### src/design/link_error_monitor_pkg.sv
// constants shared by the link error monitor design
package link_error_monitor_pkg;
	// register offsets
	localparam logic [7:0] OFS_SER_ADDR   = 8'h00;
	localparam logic [7:0] OFS_DES_ADDR   = 8'h01;
	localparam logic [7:0] OFS_TEST_CTRL  = 8'h04;
	localparam logic [7:0] OFS_CLR_PIN    = 8'h06;
	localparam logic [7:0] OFS_ERR_THRESH = 8'h0C;
	localparam logic [7:0] OFS_DEC_COUNT  = 8'h0D;
	localparam logic [7:0] OFS_PRBS_COUNT = 8'h0E;
	// field positions
	localparam int BIT_FWD_EN    = 0;
	localparam int BIT_REV_EN    = 1;
	localparam int BIT_PRBS_EN   = 5;
	localparam int BIT_PIN0_IN   = 0;
	localparam int BIT_PIN0_OUT  = 1;
	localparam int BIT_PIN1_IN   = 2;
	localparam int BIT_PIN1_OUT  = 3;
	localparam int BIT_AUTO_CLR  = 6;
	// reset values and counter limits
	localparam logic [7:0] RST_SER_ADDR   = 8'h80;
	localparam logic [7:0] RST_DES_ADDR   = 8'h90;
	localparam logic [7:0] RST_TEST_CTRL  = 8'h03;
	localparam logic [7:0] RST_CLR_PIN    = 8'h0A;
	localparam logic [7:0] RST_ERR_THRESH = 8'h00;
	localparam logic [7:0] COUNT_ZERO     = 8'h00;
	localparam logic [7:0] COUNT_MAX      = 8'hFF;
	// timing
	localparam int CLK_MHZ         = 200;
	localparam int AUTO_CLR_NS     = 1000;
	localparam int AUTO_CLR_CYC    = AUTO_CLR_NS * CLK_MHZ / 1000;
	localparam int REV_HOLD_US     = 350;
	localparam int REV_HOLD_CYC    = REV_HOLD_US * CLK_MHZ;
	localparam int TIMER_W         = 17;
endpackage

### src/design/link_error_monitor.sv
// error monitor and link maintenance registers of the deserializer
//
// Contract
// - count decoding errors, 8 bits at 0x0D
// - burst of errors drops lock, freezes counter
// - clear count on lock, read, auto clear
// - PRBS test holds decode count at zero
// - error pin low when count exceeds threshold
// - in PRBS mode pin shows PRBS errors
// - error pin released whenever count is cleared outside PRBS mode
// - auto clear about 1 us after pin low
// - auto clear off at reset, bit 6 of error_clear_and_pin_control
// - no auto clear during PRBS test
// - count PRBS errors at prbs_error_count, clear on read
// - test_and_channel_control bits 1:0 gate control channels
// - reverse channel blocked 350 us after link change
// - lock output only for video link lock
// - error_clear_and_pin_control drives and reads two open-drain pins
// - hold serializer and deserializer addresses
`timescale 1ns/10ps
module link_error_monitor #(
	parameter int REV_HOLD_CYCLES = link_error_monitor_pkg::REV_HOLD_CYC
) (
	input  wire logic       core_clk,
	input  wire logic       reset_n,
	// register access from the control channel decoder
	input  wire logic       regWrite,
	input  wire logic       regRead,
	input  wire logic [7:0] regAddr,
	input  wire logic [7:0] regWdata,
	output logic [7:0]      regRdata,
	// link status from the receiver
	input  wire logic       decodeError,
	input  wire logic       errorBurst,
	input  wire logic       videoLocked,
	input  wire logic       configLinkUp,
	input  wire logic       serialActive,
	input  wire logic       prbsError,
	// control channel gates, status outputs and device addresses
	output logic            forwardChannelOk,
	output logic            reverseChannelOk,
	output logic            lockOut,
	output logic            prbsTestActive,
	output logic [7:0]      serializerAddr,
	output logic [7:0]      deserializerAddr,
	// open-drain error pin
	output logic            errPinOut,
	output logic            errPinOe,
	// open-drain general-purpose pins
	input  wire logic       pin0Pad,
	input  wire logic       pin1Pad,
	output logic            pin0Out,
	output logic            pin0Oe,
	output logic            pin1Out,
	output logic            pin1Oe
);
	localparam int AUTO_CYC = link_error_monitor_pkg::AUTO_CLR_CYC;

	// register file and state
	logic [7:0]  testCtrl;
	logic [7:0]  clrPinCtrl;
	logic [7:0]  errThreshold;
	logic [7:0]  decodeErrorCount;
	logic [7:0]  prbsErrorCount;
	logic        frozen;
	logic        videoLockedDly;
	logic        serialActiveDly;
	logic [7:0]  autoTimer;
	logic [link_error_monitor_pkg::TIMER_W-1:0] revTimer;
	logic        pin0Meta;
	logic        pin0Sync;
	logic        pin1Meta;
	logic        pin1Sync;
	logic        errAssert;

	function automatic logic hit(input logic [7:0] a, input logic [7:0] o);
		return a == o;
	endfunction

	// address decode
	logic wrSer;
	logic wrDes;
	logic wrTest;
	logic wrClrPin;
	logic wrThresh;
	logic rdDec;
	logic rdPrbs;
	assign wrSer    = regWrite && hit(regAddr,
		link_error_monitor_pkg::OFS_SER_ADDR);
	assign wrDes    = regWrite && hit(regAddr,
		link_error_monitor_pkg::OFS_DES_ADDR);
	assign wrTest   = regWrite && hit(regAddr,
		link_error_monitor_pkg::OFS_TEST_CTRL);
	assign wrClrPin = regWrite && hit(regAddr,
		link_error_monitor_pkg::OFS_CLR_PIN);
	assign wrThresh = regWrite && hit(regAddr,
		link_error_monitor_pkg::OFS_ERR_THRESH);
	assign rdDec    = regRead && hit(regAddr,
		link_error_monitor_pkg::OFS_DEC_COUNT);
	assign rdPrbs   = regRead && hit(regAddr,
		link_error_monitor_pkg::OFS_PRBS_COUNT);

	// control fields
	logic prbsMode;
	logic autoClrEn;
	assign prbsMode  = testCtrl[link_error_monitor_pkg::BIT_PRBS_EN];
	assign autoClrEn = clrPinCtrl[link_error_monitor_pkg::BIT_AUTO_CLR];

	// the pin register lags the counters by one cycle, so a clear is
	// steered into next_errAssert as well; otherwise a cleared count
	// would still leave the pin low for one more cycle
	// lock rising edge and auto-clear firing
	logic lockRise;
	logic autoFire;
	logic decClear;
	assign lockRise = videoLocked && !videoLockedDly;
	assign autoFire = autoClrEn && !prbsMode && errAssert &&
		autoTimer == 8'(AUTO_CYC - 1);
	assign decClear = lockRise || rdDec || autoFire || prbsMode;

	// decode error counter: frozen after burst until relock
	sat_counter u_dec_count (
		.core_clk (core_clk),
		.reset_n  (reset_n),
		.clear    (decClear),
		.hold     (frozen || prbsMode),
		.event_in (decodeError),
		.count    (decodeErrorCount)
	);

	// PRBS error counter, cleared by reading
	sat_counter u_prbs_count (
		.core_clk (core_clk),
		.reset_n  (reset_n),
		.clear    (rdPrbs),
		.hold     (!prbsMode),
		.event_in (prbsError),
		.count    (prbsErrorCount)
	);

	// error condition selection
	logic next_errAssert;
	assign next_errAssert = prbsMode ?
		(prbsErrorCount != link_error_monitor_pkg::COUNT_ZERO) :
		(decodeErrorCount > errThreshold && !decClear);

	// writable registers
	always_ff @(posedge core_clk) begin
		if (!reset_n) begin
			serializerAddr   <= link_error_monitor_pkg::RST_SER_ADDR;
			deserializerAddr <= link_error_monitor_pkg::RST_DES_ADDR;
			testCtrl         <= link_error_monitor_pkg::RST_TEST_CTRL;
			clrPinCtrl       <= link_error_monitor_pkg::RST_CLR_PIN;
			errThreshold     <= link_error_monitor_pkg::RST_ERR_THRESH;
		end else begin
			if (wrSer)
				serializerAddr <= regWdata;
			if (wrDes)
				deserializerAddr <= regWdata;
			if (wrTest)
				testCtrl <= regWdata;
			if (wrClrPin)
				clrPinCtrl <= regWdata;
			if (wrThresh)
				errThreshold <= regWdata;
		end
	end

	// lock tracking and burst freeze
	// link level is taken in reset so release shows no false start edge
	always_ff @(posedge core_clk) begin
		if (!reset_n) begin
			frozen          <= 1'b0;
			videoLockedDly  <= 1'b0;
			serialActiveDly <= serialActive;
		end else begin
			videoLockedDly  <= videoLocked;
			serialActiveDly <= serialActive;
			// a burst in the relock cycle wins: the counter freezes again
			if (errorBurst)
				frozen <= 1'b1;
			else if (lockRise)
				frozen <= 1'b0;
		end
	end

	// error pin state and auto-clear delay
	always_ff @(posedge core_clk) begin
		if (!reset_n) begin
			errAssert <= 1'b0;
			autoTimer <= 8'h00;
		end else begin
			errAssert <= next_errAssert;
			if (!errAssert || autoFire || prbsMode)
				autoTimer <= 8'h00;
			else
				autoTimer <= autoTimer + 8'h01;
		end
	end

	// reverse channel hold-off after link start or stop
	logic linkEdge;
	assign linkEdge = serialActive != serialActiveDly;
	always_ff @(posedge core_clk) begin
		if (!reset_n)
			revTimer <= '0;
		else if (linkEdge)
			revTimer <= link_error_monitor_pkg::TIMER_W'(REV_HOLD_CYCLES);
		else if (revTimer != '0)
			revTimer <= revTimer - 1'b1;
	end

	// pin input synchronisers
	always_ff @(posedge core_clk) begin
		if (!reset_n) begin
			pin0Meta <= 1'b1;
			pin0Sync <= 1'b1;
			pin1Meta <= 1'b1;
			pin1Sync <= 1'b1;
		end else begin
			pin0Meta <= pin0Pad;
			pin0Sync <= pin0Meta;
			pin1Meta <= pin1Pad;
			pin1Sync <= pin1Meta;
		end
	end

	// channel gates and status outputs
	assign forwardChannelOk =
		testCtrl[link_error_monitor_pkg::BIT_FWD_EN];
	assign reverseChannelOk = testCtrl[link_error_monitor_pkg::BIT_REV_EN] &&
		revTimer == '0 && !linkEdge;
	assign lockOut          = videoLocked;
	assign prbsTestActive   = prbsMode;

	// open-drain drives: only ever pull low
	// Oe high pulls the pad low; the board pull-up gives the high level
	assign errPinOut = 1'b0;
	assign errPinOe  = errAssert;
	assign pin0Out   = 1'b0;
	assign pin0Oe    = !clrPinCtrl[link_error_monitor_pkg::BIT_PIN0_OUT];
	assign pin1Out   = 1'b0;
	assign pin1Oe    = !clrPinCtrl[link_error_monitor_pkg::BIT_PIN1_OUT];

	// the mux follows regAddr with no wait state; the read strobe only
	// carries the clear side effect of the two count registers
	// read data mux, pin states replace their bits
	logic [7:0] pinView;
	always_comb begin
		pinView = clrPinCtrl;
		pinView[link_error_monitor_pkg::BIT_PIN0_IN] = pin0Sync;
		pinView[link_error_monitor_pkg::BIT_PIN1_IN] = pin1Sync;
		case (regAddr)
			link_error_monitor_pkg::OFS_SER_ADDR:   regRdata = serializerAddr;
			link_error_monitor_pkg::OFS_DES_ADDR:   regRdata = deserializerAddr;
			link_error_monitor_pkg::OFS_TEST_CTRL:  regRdata = testCtrl;
			link_error_monitor_pkg::OFS_CLR_PIN:    regRdata = pinView;
			link_error_monitor_pkg::OFS_ERR_THRESH: regRdata = errThreshold;
			link_error_monitor_pkg::OFS_DEC_COUNT:  regRdata = decodeErrorCount;
			link_error_monitor_pkg::OFS_PRBS_COUNT: regRdata = prbsErrorCount;
			default:                                regRdata = 8'h00;
		endcase
	end
endmodule

### src/design/sat_counter.sv
// saturating 8-bit event counter with synchronous clear
`timescale 1ns/10ps
module sat_counter (
	input  wire logic       core_clk,
	input  wire logic       reset_n,
	input  wire logic       clear,
	input  wire logic       hold,
	input  wire logic       event_in,
	output logic [7:0]      count
);
	logic [7:0] next_count;

	// clear wins over hold; counting stops at full scale
	assign next_count = clear ? link_error_monitor_pkg::COUNT_ZERO :
		(hold || !event_in ||
		 count == link_error_monitor_pkg::COUNT_MAX) ? count :
		count + 8'h01;

	// count register
	always_ff @(posedge core_clk) begin
		if (!reset_n)
			count <= link_error_monitor_pkg::COUNT_ZERO;
		else
			count <= next_count;
	end
endmodule

### config.mk
export PLATFORM = sky130hd
export DESIGN_NAME = link_error_monitor
export DESIGN_NICKNAME = d
export VERILOG_FILES = /design/src/design/link_error_monitor_pkg.sv /design/src/design/link_error_monitor.sv /design/src/design/sat_counter.sv
export SDC_FILE = /design/constraint.sdc
export NUM_CORES = 1
export LEC_CHECK = 0
export ABC_CLOCK_PERIOD_IN_PS = 2050
export BUFFER_PORTS_ARGS = -buffer_cell sky130_fd_sc_hd__buf_2
export CORE_AREA = 8 8 128 83
export CTS_CLUSTER_DIAMETER = 40
export CTS_CLUSTER_SIZE = 14
export DETAILED_ROUTE_END_ITERATION = 6
export DIE_AREA = 0 0 136 91
export PLACE_DENSITY = 0.86
export SLEW_MARGIN = 10
export SYNTH_ARGS = -nofsm -noshare
export SYNTH_HDL_FRONTEND = slang
export SYNTH_SLANG_ARGS = --single-unit
### constraint.sdc
create_clock -name core_clk -period 2.05 [get_ports core_clk]
set_input_delay 0.3075 -clock core_clk [delete_from_list [all_inputs] [get_ports core_clk]]
set_output_delay 0.3075 -clock core_clk [all_outputs]
set_load 0.005 [all_outputs]
==> flow_summary_export.csv, run 1 <==
group,metric,value,unit
worst_hold_path,hp-class,"input pin to flop",
clock_network,cts_buffers,9,
yosys,yosys_warnings,0,
cells_and_area,fin_nets,612,
grt,grt.total_usage,20.54,%
grt,grt_pass1_vias,4032,
place,gp_congestion,0.9683,
timing,finalWorstSetupSlack,-26.32,ps
timing,finalCritPeriodShare,101.3,%
drt,drt-total-wl,12850,um
die,io_pins,62,
yosys,synth_top_family_by_area,"simple AND/OR/NAND/NOR gates",
die,die_y,91,um
drt,drtIter0Drc,477,
clock_network,cts-root-buf,"clkbuf_16",
grt,top_usage_layer,"met2",
drt,post-route-drc-count,0,
place,io_buffers,57,
die,num_rows,27,
yosys,synth_edf_count,0,
die,dieArea,0.01238,sq mm
clock_network,clk_pin_slew_worst_paths,60,ps
cells_and_area,layout_commonest_cell,"dfxtp_1",
cells_and_area,final_cell_mix,"dfxtp_1 (86), nor2_1 (63), buf_2 (57), mux2i_1 (48), buf_4 (38)",
clock_network,worstSkewPairLatency,350,ps
power,power_leakage,2.323,nW
drt,vias,4133,
die,die_w,136,um
yosys,synthAdderAreaFrac,3.999,%
timing,fmax,481.6,MHz
setup_path,critical_path.top_delay_family,"simple AND/OR/NAND/NOR gates",
grt,use_met1,26.85,%
setup_path,path_max_fanout,8,
setup_path,crit_path_top_delay_cell,"dfxtp_1",
grt,grt_max_degree,38,
setup_path,reg2reg_depth,8,
yosys,postSynthCellCount,485,
yosys,yosys.cell_types.count,60,
setup_path,crit_chain,"nor4_1 > buf_4 > and4_1 > and3_1 > buf_2",
drt,via_per_inst,5.981,
grt,grt_use_met2,31.30,%
yosys,avgSynthCellArea,9.032,sq um
setup_path,critPathBufInv,2,
setup_path,r2r-end,"revTimer[5]",
yosys,synthArstFlopShare,0,%
timing,hold_viol,0,
drt,dr.pass1.iters,7,
status,violations,"negative setup slack",
grt,grt-ovfl-total,0,
clock_network,clockBufferDepth,2,
cells_and_area,drive_gt1_share,23.65,%
cells_and_area,area_growth,22.85,%
yosys,ys_seq_area_share,39.76,%
timing,setup_tns,-26.32,ps
flow_run,maxCapViolations,0,
drt,ant_nets,0,
yosys,muxShareOfSynthArea,12.51,%
drt,avgRoutedWirePerCell,18.60,um
setup_path,endpoint,"reverseChannelOk",
power,power_density,752.8,mW/mm^2
clock_network,postCtsHoldBufs,0,
cells_and_area,diodes,0,
yosys,syn_area,0.004380,sq mm
grt,antenna_found_initial,0,
status,status,"finished, violations left",
timing,finalClockSkew,3.837,ps
setup_path,reg2reg_from,"revTimer[0]",
setup_path,required,1740,ps
clock_network,clock-sinks,87,
yosys,yosys.area_share.simple,23.14,%
setup_path,critical-path-max-stage-delay,370,ps
timing,tightest_slew,571.7,ps
yosys,synth_compound_area_share,12.74,%
yosys,ys_ff_latch,87,
place,dp_hpwl,9405,um
setup_path,critPathKind,"flop to primary output",
grt,use_met3,6.876,%
die,start_util,49.87,%
cells_and_area,final_core_util,61.27,%
setup_path,cp-start-kind,"flop",
timing,drv_slew,0,
timing,slew_headroom,61.48,%
grt,grt_pass1_wl,20240,um
setup_path,regToRegSetupSlack,60,ps
setup_path,arrival,1770,ps
timing,min_period,2076,ps
power,ir_worst_vdd,0.0003844,V
die,core_area,0.008783,sq mm
worst_hold_path,hold_path_startpoint,"serialActive",
clock_network,cts_tree,"yes",
clock_network,h-tree-depth,3,
setup_path,worstSetupPathDepth,5,
setup_path,critPathCaptureType,"primary output",
yosys,synthXorXnorAreaFrac,3.599,%
yosys,synth-main-ff-cell,"dfxtp_1",
timing,setup_viol,1,
setup_path,startpoint,"revTimer[8]",
place,dp_worst_setup_slack,18.35,ps
[through the flow]
step                      hold slack, ps  cell area, sq um  std cells  total power (W)
after detailed placement           392.8              4955        671         0.002264
after CTS                          77.18              5295        688         0.003999
after global routing               85.56              5381        691         0.004190
after floorplan                    335.2              4388        487         0.002084
final                              100.7              5381        691         0.004051
after global placement             388.3              4955        671         0.002232
[worst reg2reg max path: cells and delay by family (launching register included)]
| kind | cells | cell delay (ps) |
|---|---|---|
| buffers and inverters | 3 | 360 |
| adder cells (fa/ha/maj) | 1 | 200 |
| AND/OR/NAND/NOR | 3 | 810 |
| AO/OA/AOI/OAI | 1 | 180 |
| flip-flops | 1 | 360 |
[layer usage]
layer  share of wire, %  up-vias  routed length (um)
met5                  0        -                   0
met1                 44     1962                5702
met3                9.1       27                1169
met2                 45      196                5751
met4                1.8        0                 228
li1                   -     1948                   -
[what timing repair did]
item	CTS	global route
endpoints found under the setup margin	1	16
pin swaps	1	3
setup buffers	1	3
gates resized for setup	2	14
[final cells by class]
| class | instances | area [sq um] |
|---|---|---|
| inverters | 17 | 63.81 |
| well taps | 116 | 145.1 |
| repair buffers | 95 | 570.5 |
| clock inverters | 4 | 51.30 |
| flip-flops and latches | 87 | 1743 |
| clock buffers | 12 | 266.5 |
| fillers | 728 | 3402 |
| multi-input cells | 360 | 2541 |
[worst min-delay path by stage]
stage	to	slack, ps	depth (start not counted)
2_1_floorplan	serialActiveDly	340	0
3_3_place_gp	pin0Sync	390	1
3_5_place_dp	pin0Sync	390	1
4_1_cts	serialActiveDly	80	1
5_1_grt	serialActiveDly	90	1
6_report	serialActiveDly	100	1
[cells by family (layout without fill, tap and decap cells)]
family                   count (synthesis)  after routing
AO/OA/AOI/OAI                           82             82
XOR/XNOR                                18             18
adder cells (fa/ha/maj)                 14             14
buffers and inverters                   40            128
flip-flops                              87             87
multiplexers                            54             54
other                                    1              3
AND/OR/NAND/NOR                        189            189
[cells in the mapped netlist (all sizes together), types with 4 or more instances]
master / count / area [sq um]
a21oi: 18 / 90.09
a221oi: 4 / 35.03
a22oi: 4 / 30.03
a31oi: 6 / 37.54
and2: 6 / 37.54
and3: 6 / 37.54
buf: 7 / 48.80
clkbuf: 16 / 70.06
dfxtp: 87 / 1742
ha: 14 / 175.2
inv: 17 / 63.81
mux2: 6 / 67.56
mux2i: 48 / 480.5
nand2: 26 / 97.59
nand2b: 8 / 50.05
nand3: 19 / 95.09
nand4: 11 / 68.82
nor2: 63 / 236.5
nor3: 6 / 35.03
nor4: 8 / 77.57
o211ai: 5 / 37.54
o21ai: 16 / 80.07
o2bb2ai: 5 / 43.79
or3: 11 / 68.82
or4: 6 / 48.80
xnor2: 6 / 52.55
xor2: 12 / 105.1
[state kept, by name, summed over array words and instances, names as in the netlist, 6 cells and up]
| signal | flops |
|---|---|
| u_dec_count.count | 8 |
| deserializerAddr | 8 |
| revTimer | 17 |
| autoTimer | 8 |
| errThreshold | 8 |
| testCtrl | 8 |
| clrPinCtrl | 6 |
| serializerAddr | 8 |
| u_prbs_count.count | 8 |
[where the power goes]
part / internal, W / switching [W]
registers: 0.00173 / 0.0000576
clock network: 0.00105 / 0.000691
logic: 0.000233 / 0.000289
Note: power is estimated with default switching activity, not from simulation.
==> run 2: changes to the inputs <==
- BUFFER_PORTS_ARGS: -buffer_cell sky130_fd_sc_hd__buf_2 -> default
- CELL_PAD_IN_SITES_DETAIL_PLACEMENT: default -> 1
- CELL_PAD_IN_SITES_GLOBAL_PLACEMENT: default -> 1
- CORE_AREA: 8 8 128 83 -> 8 8 142 91
- DIE_AREA: 0 0 136 91 -> 0 0 150 99
- DONT_BUFFER_PORTS: default -> 1
- PLACE_DENSITY: 0.86 -> 0.85
- SYNTH_HIERARCHICAL: default -> 1
==> flow_summary_export.csv, run 2 <==
group,metric,value,unit
setup_path,arrival,1790,ps
setup_path,critical_path.top_delay_family,"simple AND/OR/NAND/NOR gates",
cells_and_area,largest_reg_flops,17,
setup_path,crit_chain,"or3_4 > or4_4 > nor4_4 > buf_4",
yosys,synth_top_area_share,38.72,%
yosys,yosysMostFrequentCell,"dfxtp_1",
grt,grt.total_usage,18.67,%
clock_network,cts_buffers,9,
yosys,yosys.cell_types.count,59,
drt,drt-total-wl,13640,um
yosys,synth_common_cells,"dfxtp_1 (87), nand2_1 (49), nand3_1 (36)",
power,ir_worst_vdd,0.0004147,V
die,io_pins,62,
clock_network,cts_tree,"yes",
grt,grt_max_degree,67,
setup_path,regToRegSetupSlack,-10,ps
cells_and_area,seqCellArea,0.001745,sq mm
setup_path,critical-path-max-stage-delay,440,ps
cells_and_area,fin_nets,569,
clock_network,worstSkewPairLatency,340,ps
power,finalPower,0.003862,W
setup_path,r2r-end,"revTimer[9]",
worst_hold_path,hold_path_startpoint,"reset_n",
cells_and_area,diodes,0,
setup_path,crit_path_top_delay_cell,"or4_4",
yosys,postSynthCellCount,514,
drt,post-route-drc-count,0,
yosys,yosys_warnings,6,
die,die_y,99,um
status,status,"finished, violations left",
drt,dr.pass1.iters,4,
drt,via_per_inst,5.789,
yosys,synth_area_leaders,"dfxtp_1 (39%), mux2i_1 (6.0%), nand2_1 (4.1%)",
grt,antenna_found_initial,0,
die,start_util,41.32,%
setup_path,path_max_fanout,2,
setup_path,required,1740,ps
yosys,synth-main-ff-cell,"dfxtp_1",
yosys,yosys.area.top_type,"dfxtp_1",
place,dp_hpwl,10160,um
cells_and_area,multi_input_area,0.002638,sq mm
cells_and_area,final_cell_mix,"dfxtp_1 (84), nand2_1 (49), nand3_1 (36), inv_1 (29), o21ai_0 (28)",
yosys,avgSynthCellArea,8.751,sq um
timing,hold_viol,0,
clock_network,clk_pin_slew_worst_paths,70,ps
clock_network,clock-sinks,87,
setup_path,critPathCaptureType,"primary output",
timing,finalClockSkew,8.417,ps
clock_network,h-tree-depth,3,
cells_and_area,drive_gt1_share,14.82,%
grt,grt_pass1_vias,4083,
grt,grt-ovfl-total,0,
yosys,synthArstFlopShare,0,%
power,share_comb_of_total_power,13.4,%
yosys,ys_ff_latch,87,
drt,drtIter0Drc,281,
yosys,syn_area,0.004498,sq mm
timing,drv_slew,0,
power,power_density,748.7,mW/mm^2
grt,grt_pass1_wl,21870,um
cells_and_area,area_growth,14.69,%
power,clkPwrFrac,40.2,%
power,seqPwrFrac,46.3,%
cells_and_area,layout_commonest_cell,"dfxtp_1",
setup_path,critPathKind,"flop to primary output",
power,p_sw,0.001054,W
worst_hold_path,hp-class,"input pin to flop",
timing,min_period,2093,ps
drt,vias,3919,
die,core_area,0.01089,sq mm
power,power_leakage,1.950,nW
setup_path,cp-start-kind,"flop",
cells_and_area,regMostFlops,"revTimer",
flow_run,maxCapViolations,0,
place,dp_worst_setup_slack,-4.063,ps
timing,finalCritPeriodShare,102.1,%
status,violations,"negative setup slack",
timing,finalWorstSetupSlack,-42.86,ps
timing,rsz0062_at_grt,"yes",
place,gp_congestion,0.8986,
worst_hold_path,holdPathStages,1,
place,io_buffers,0,
setup_path,reg2reg_depth,6,
cells_and_area,final_core_util,47.39,%
power,power.internal,0.002809,W
timing,setup_viol,2,
yosys,ys_seq_area_share,38.72,%
yosys,synth_edf_count,0,
clock_network,cts-root-buf,"clkbuf_16",
die,die_w,150,um
setup_path,reg2reg_from,"revTimer[5]",
die,dieArea,0.01485,sq mm
drt,avgRoutedWirePerCell,20.15,um
drt,ant_nets,0,
setup_path,critPathBufInv,1,
cells_and_area,fillers,1273,
timing,slew_headroom,61.36,%
timing,tightest_slew,578.4,ps
clock_network,clockBufferDepth,2,
power,switching_share,27.28,%
timing,fmax,477.8,MHz
worst_hold_path,min_to,"deserializerAddr[7]",
die,num_rows,30,
[run 2: metrics by stage]
stage / area (sq um) / hold slack [ps] / TNS (ps) / cells
after floorplan: 4531 / 335.2 / -67.22 / 516
after global placement: 4762 / 335.4 / 0 / 658
after detailed placement: 4762 / 335.4 / -4.277 / 658
after CTS: 5101 / 27.11 / -169.7 / 677
after global routing: 5159 / 30.64 / -194.0 / 677
final: 5159 / 46.26 / -52.03 / 677
[run 2: cells by family after synthesis]
logic type	count (synthesis)	synth area share [%]
other	1	0.08337
xor gates and xnor gates	18	3.505
buffers and inverters	53	5.090
AOI/OAI and AO/OA	106	16.33
adders and majority gates	13	3.616
DFF	87	38.72
muxes	27	6.008
and+or+nand+nor	209	26.65
[run 2: cell type report]
type                            count  share of cell area (%)
Inverter                           29                   2.110
Clock inverter                      7                   1.067
Sequential cell                    87                   33.83
Timing Repair Buffer               25                   4.002
Tap cell                          144                   3.493
Multi-Input combinational cell    376                   51.13
Clock buffer                        9                   4.366
[run 2: per-layer routing]
layer | vias to the layer above | GRT usage (%) | routed length [um]
met5 | - | 0 | 0
met4 | 0 | 5.657 | 226
met3 | 18 | 6.133 | 963
met2 | 79 | 29.55 | 6324
met1 | 1947 | 23.61 | 6130
li1 | 1875 | - | -
[run 2: power groups by stage]
| stage | combinational, W | sequential [W] | clock [W] |
|---|---|---|---|
| after CTS | 0.000477 | 0.00178 | 0.00160 |
| after floorplan | 0.000344 | 0.00181 | 0 |
| after detailed placement | 0.000432 | 0.00182 | 0 |
| after global routing | 0.000569 | 0.00179 | 0.00165 |
| final | 0.000519 | 0.00179 | 0.00155 |
| after global placement | 0.000410 | 0.00182 | 0 |
[run 2: how the worst max path moves through the flow]
stage / from / to / slack (ps) / depth (start not counted)
after floorplan: regAddr[5] / u_dec_count/count[4] / -70 / 8
after global placement: regAddr[5] / clrPinCtrl[6] / 30 / 6
after detailed placement: regAddr[5] / clrPinCtrl[7] / -4 / 6
after CTS: revTimer[4] / reverseChannelOk / -70 / 4
after global routing: revTimer[4] / reverseChannelOk / -110 / 4
final: revTimer[4] / reverseChannelOk / -40 / 4
[run 2: worst reg2reg max path, delay by kind of cell, from the launching register on]
family	cells	cell delay, ps
and+or+nand+nor	4	1320
DFF	1	320
xor gates and xnor gates	1	160
buffers and inverters	1	130
[run 2: what timing repair did]
item | in CTS | in global routing
setup endpoints to repair | 1 | 19
gates resized for setup | 9 | 11
setup buffers | 2 | 1
hold endpoints to repair | 1 | 0
pin swaps | 1 | 4
hold buffers | 1 | 0
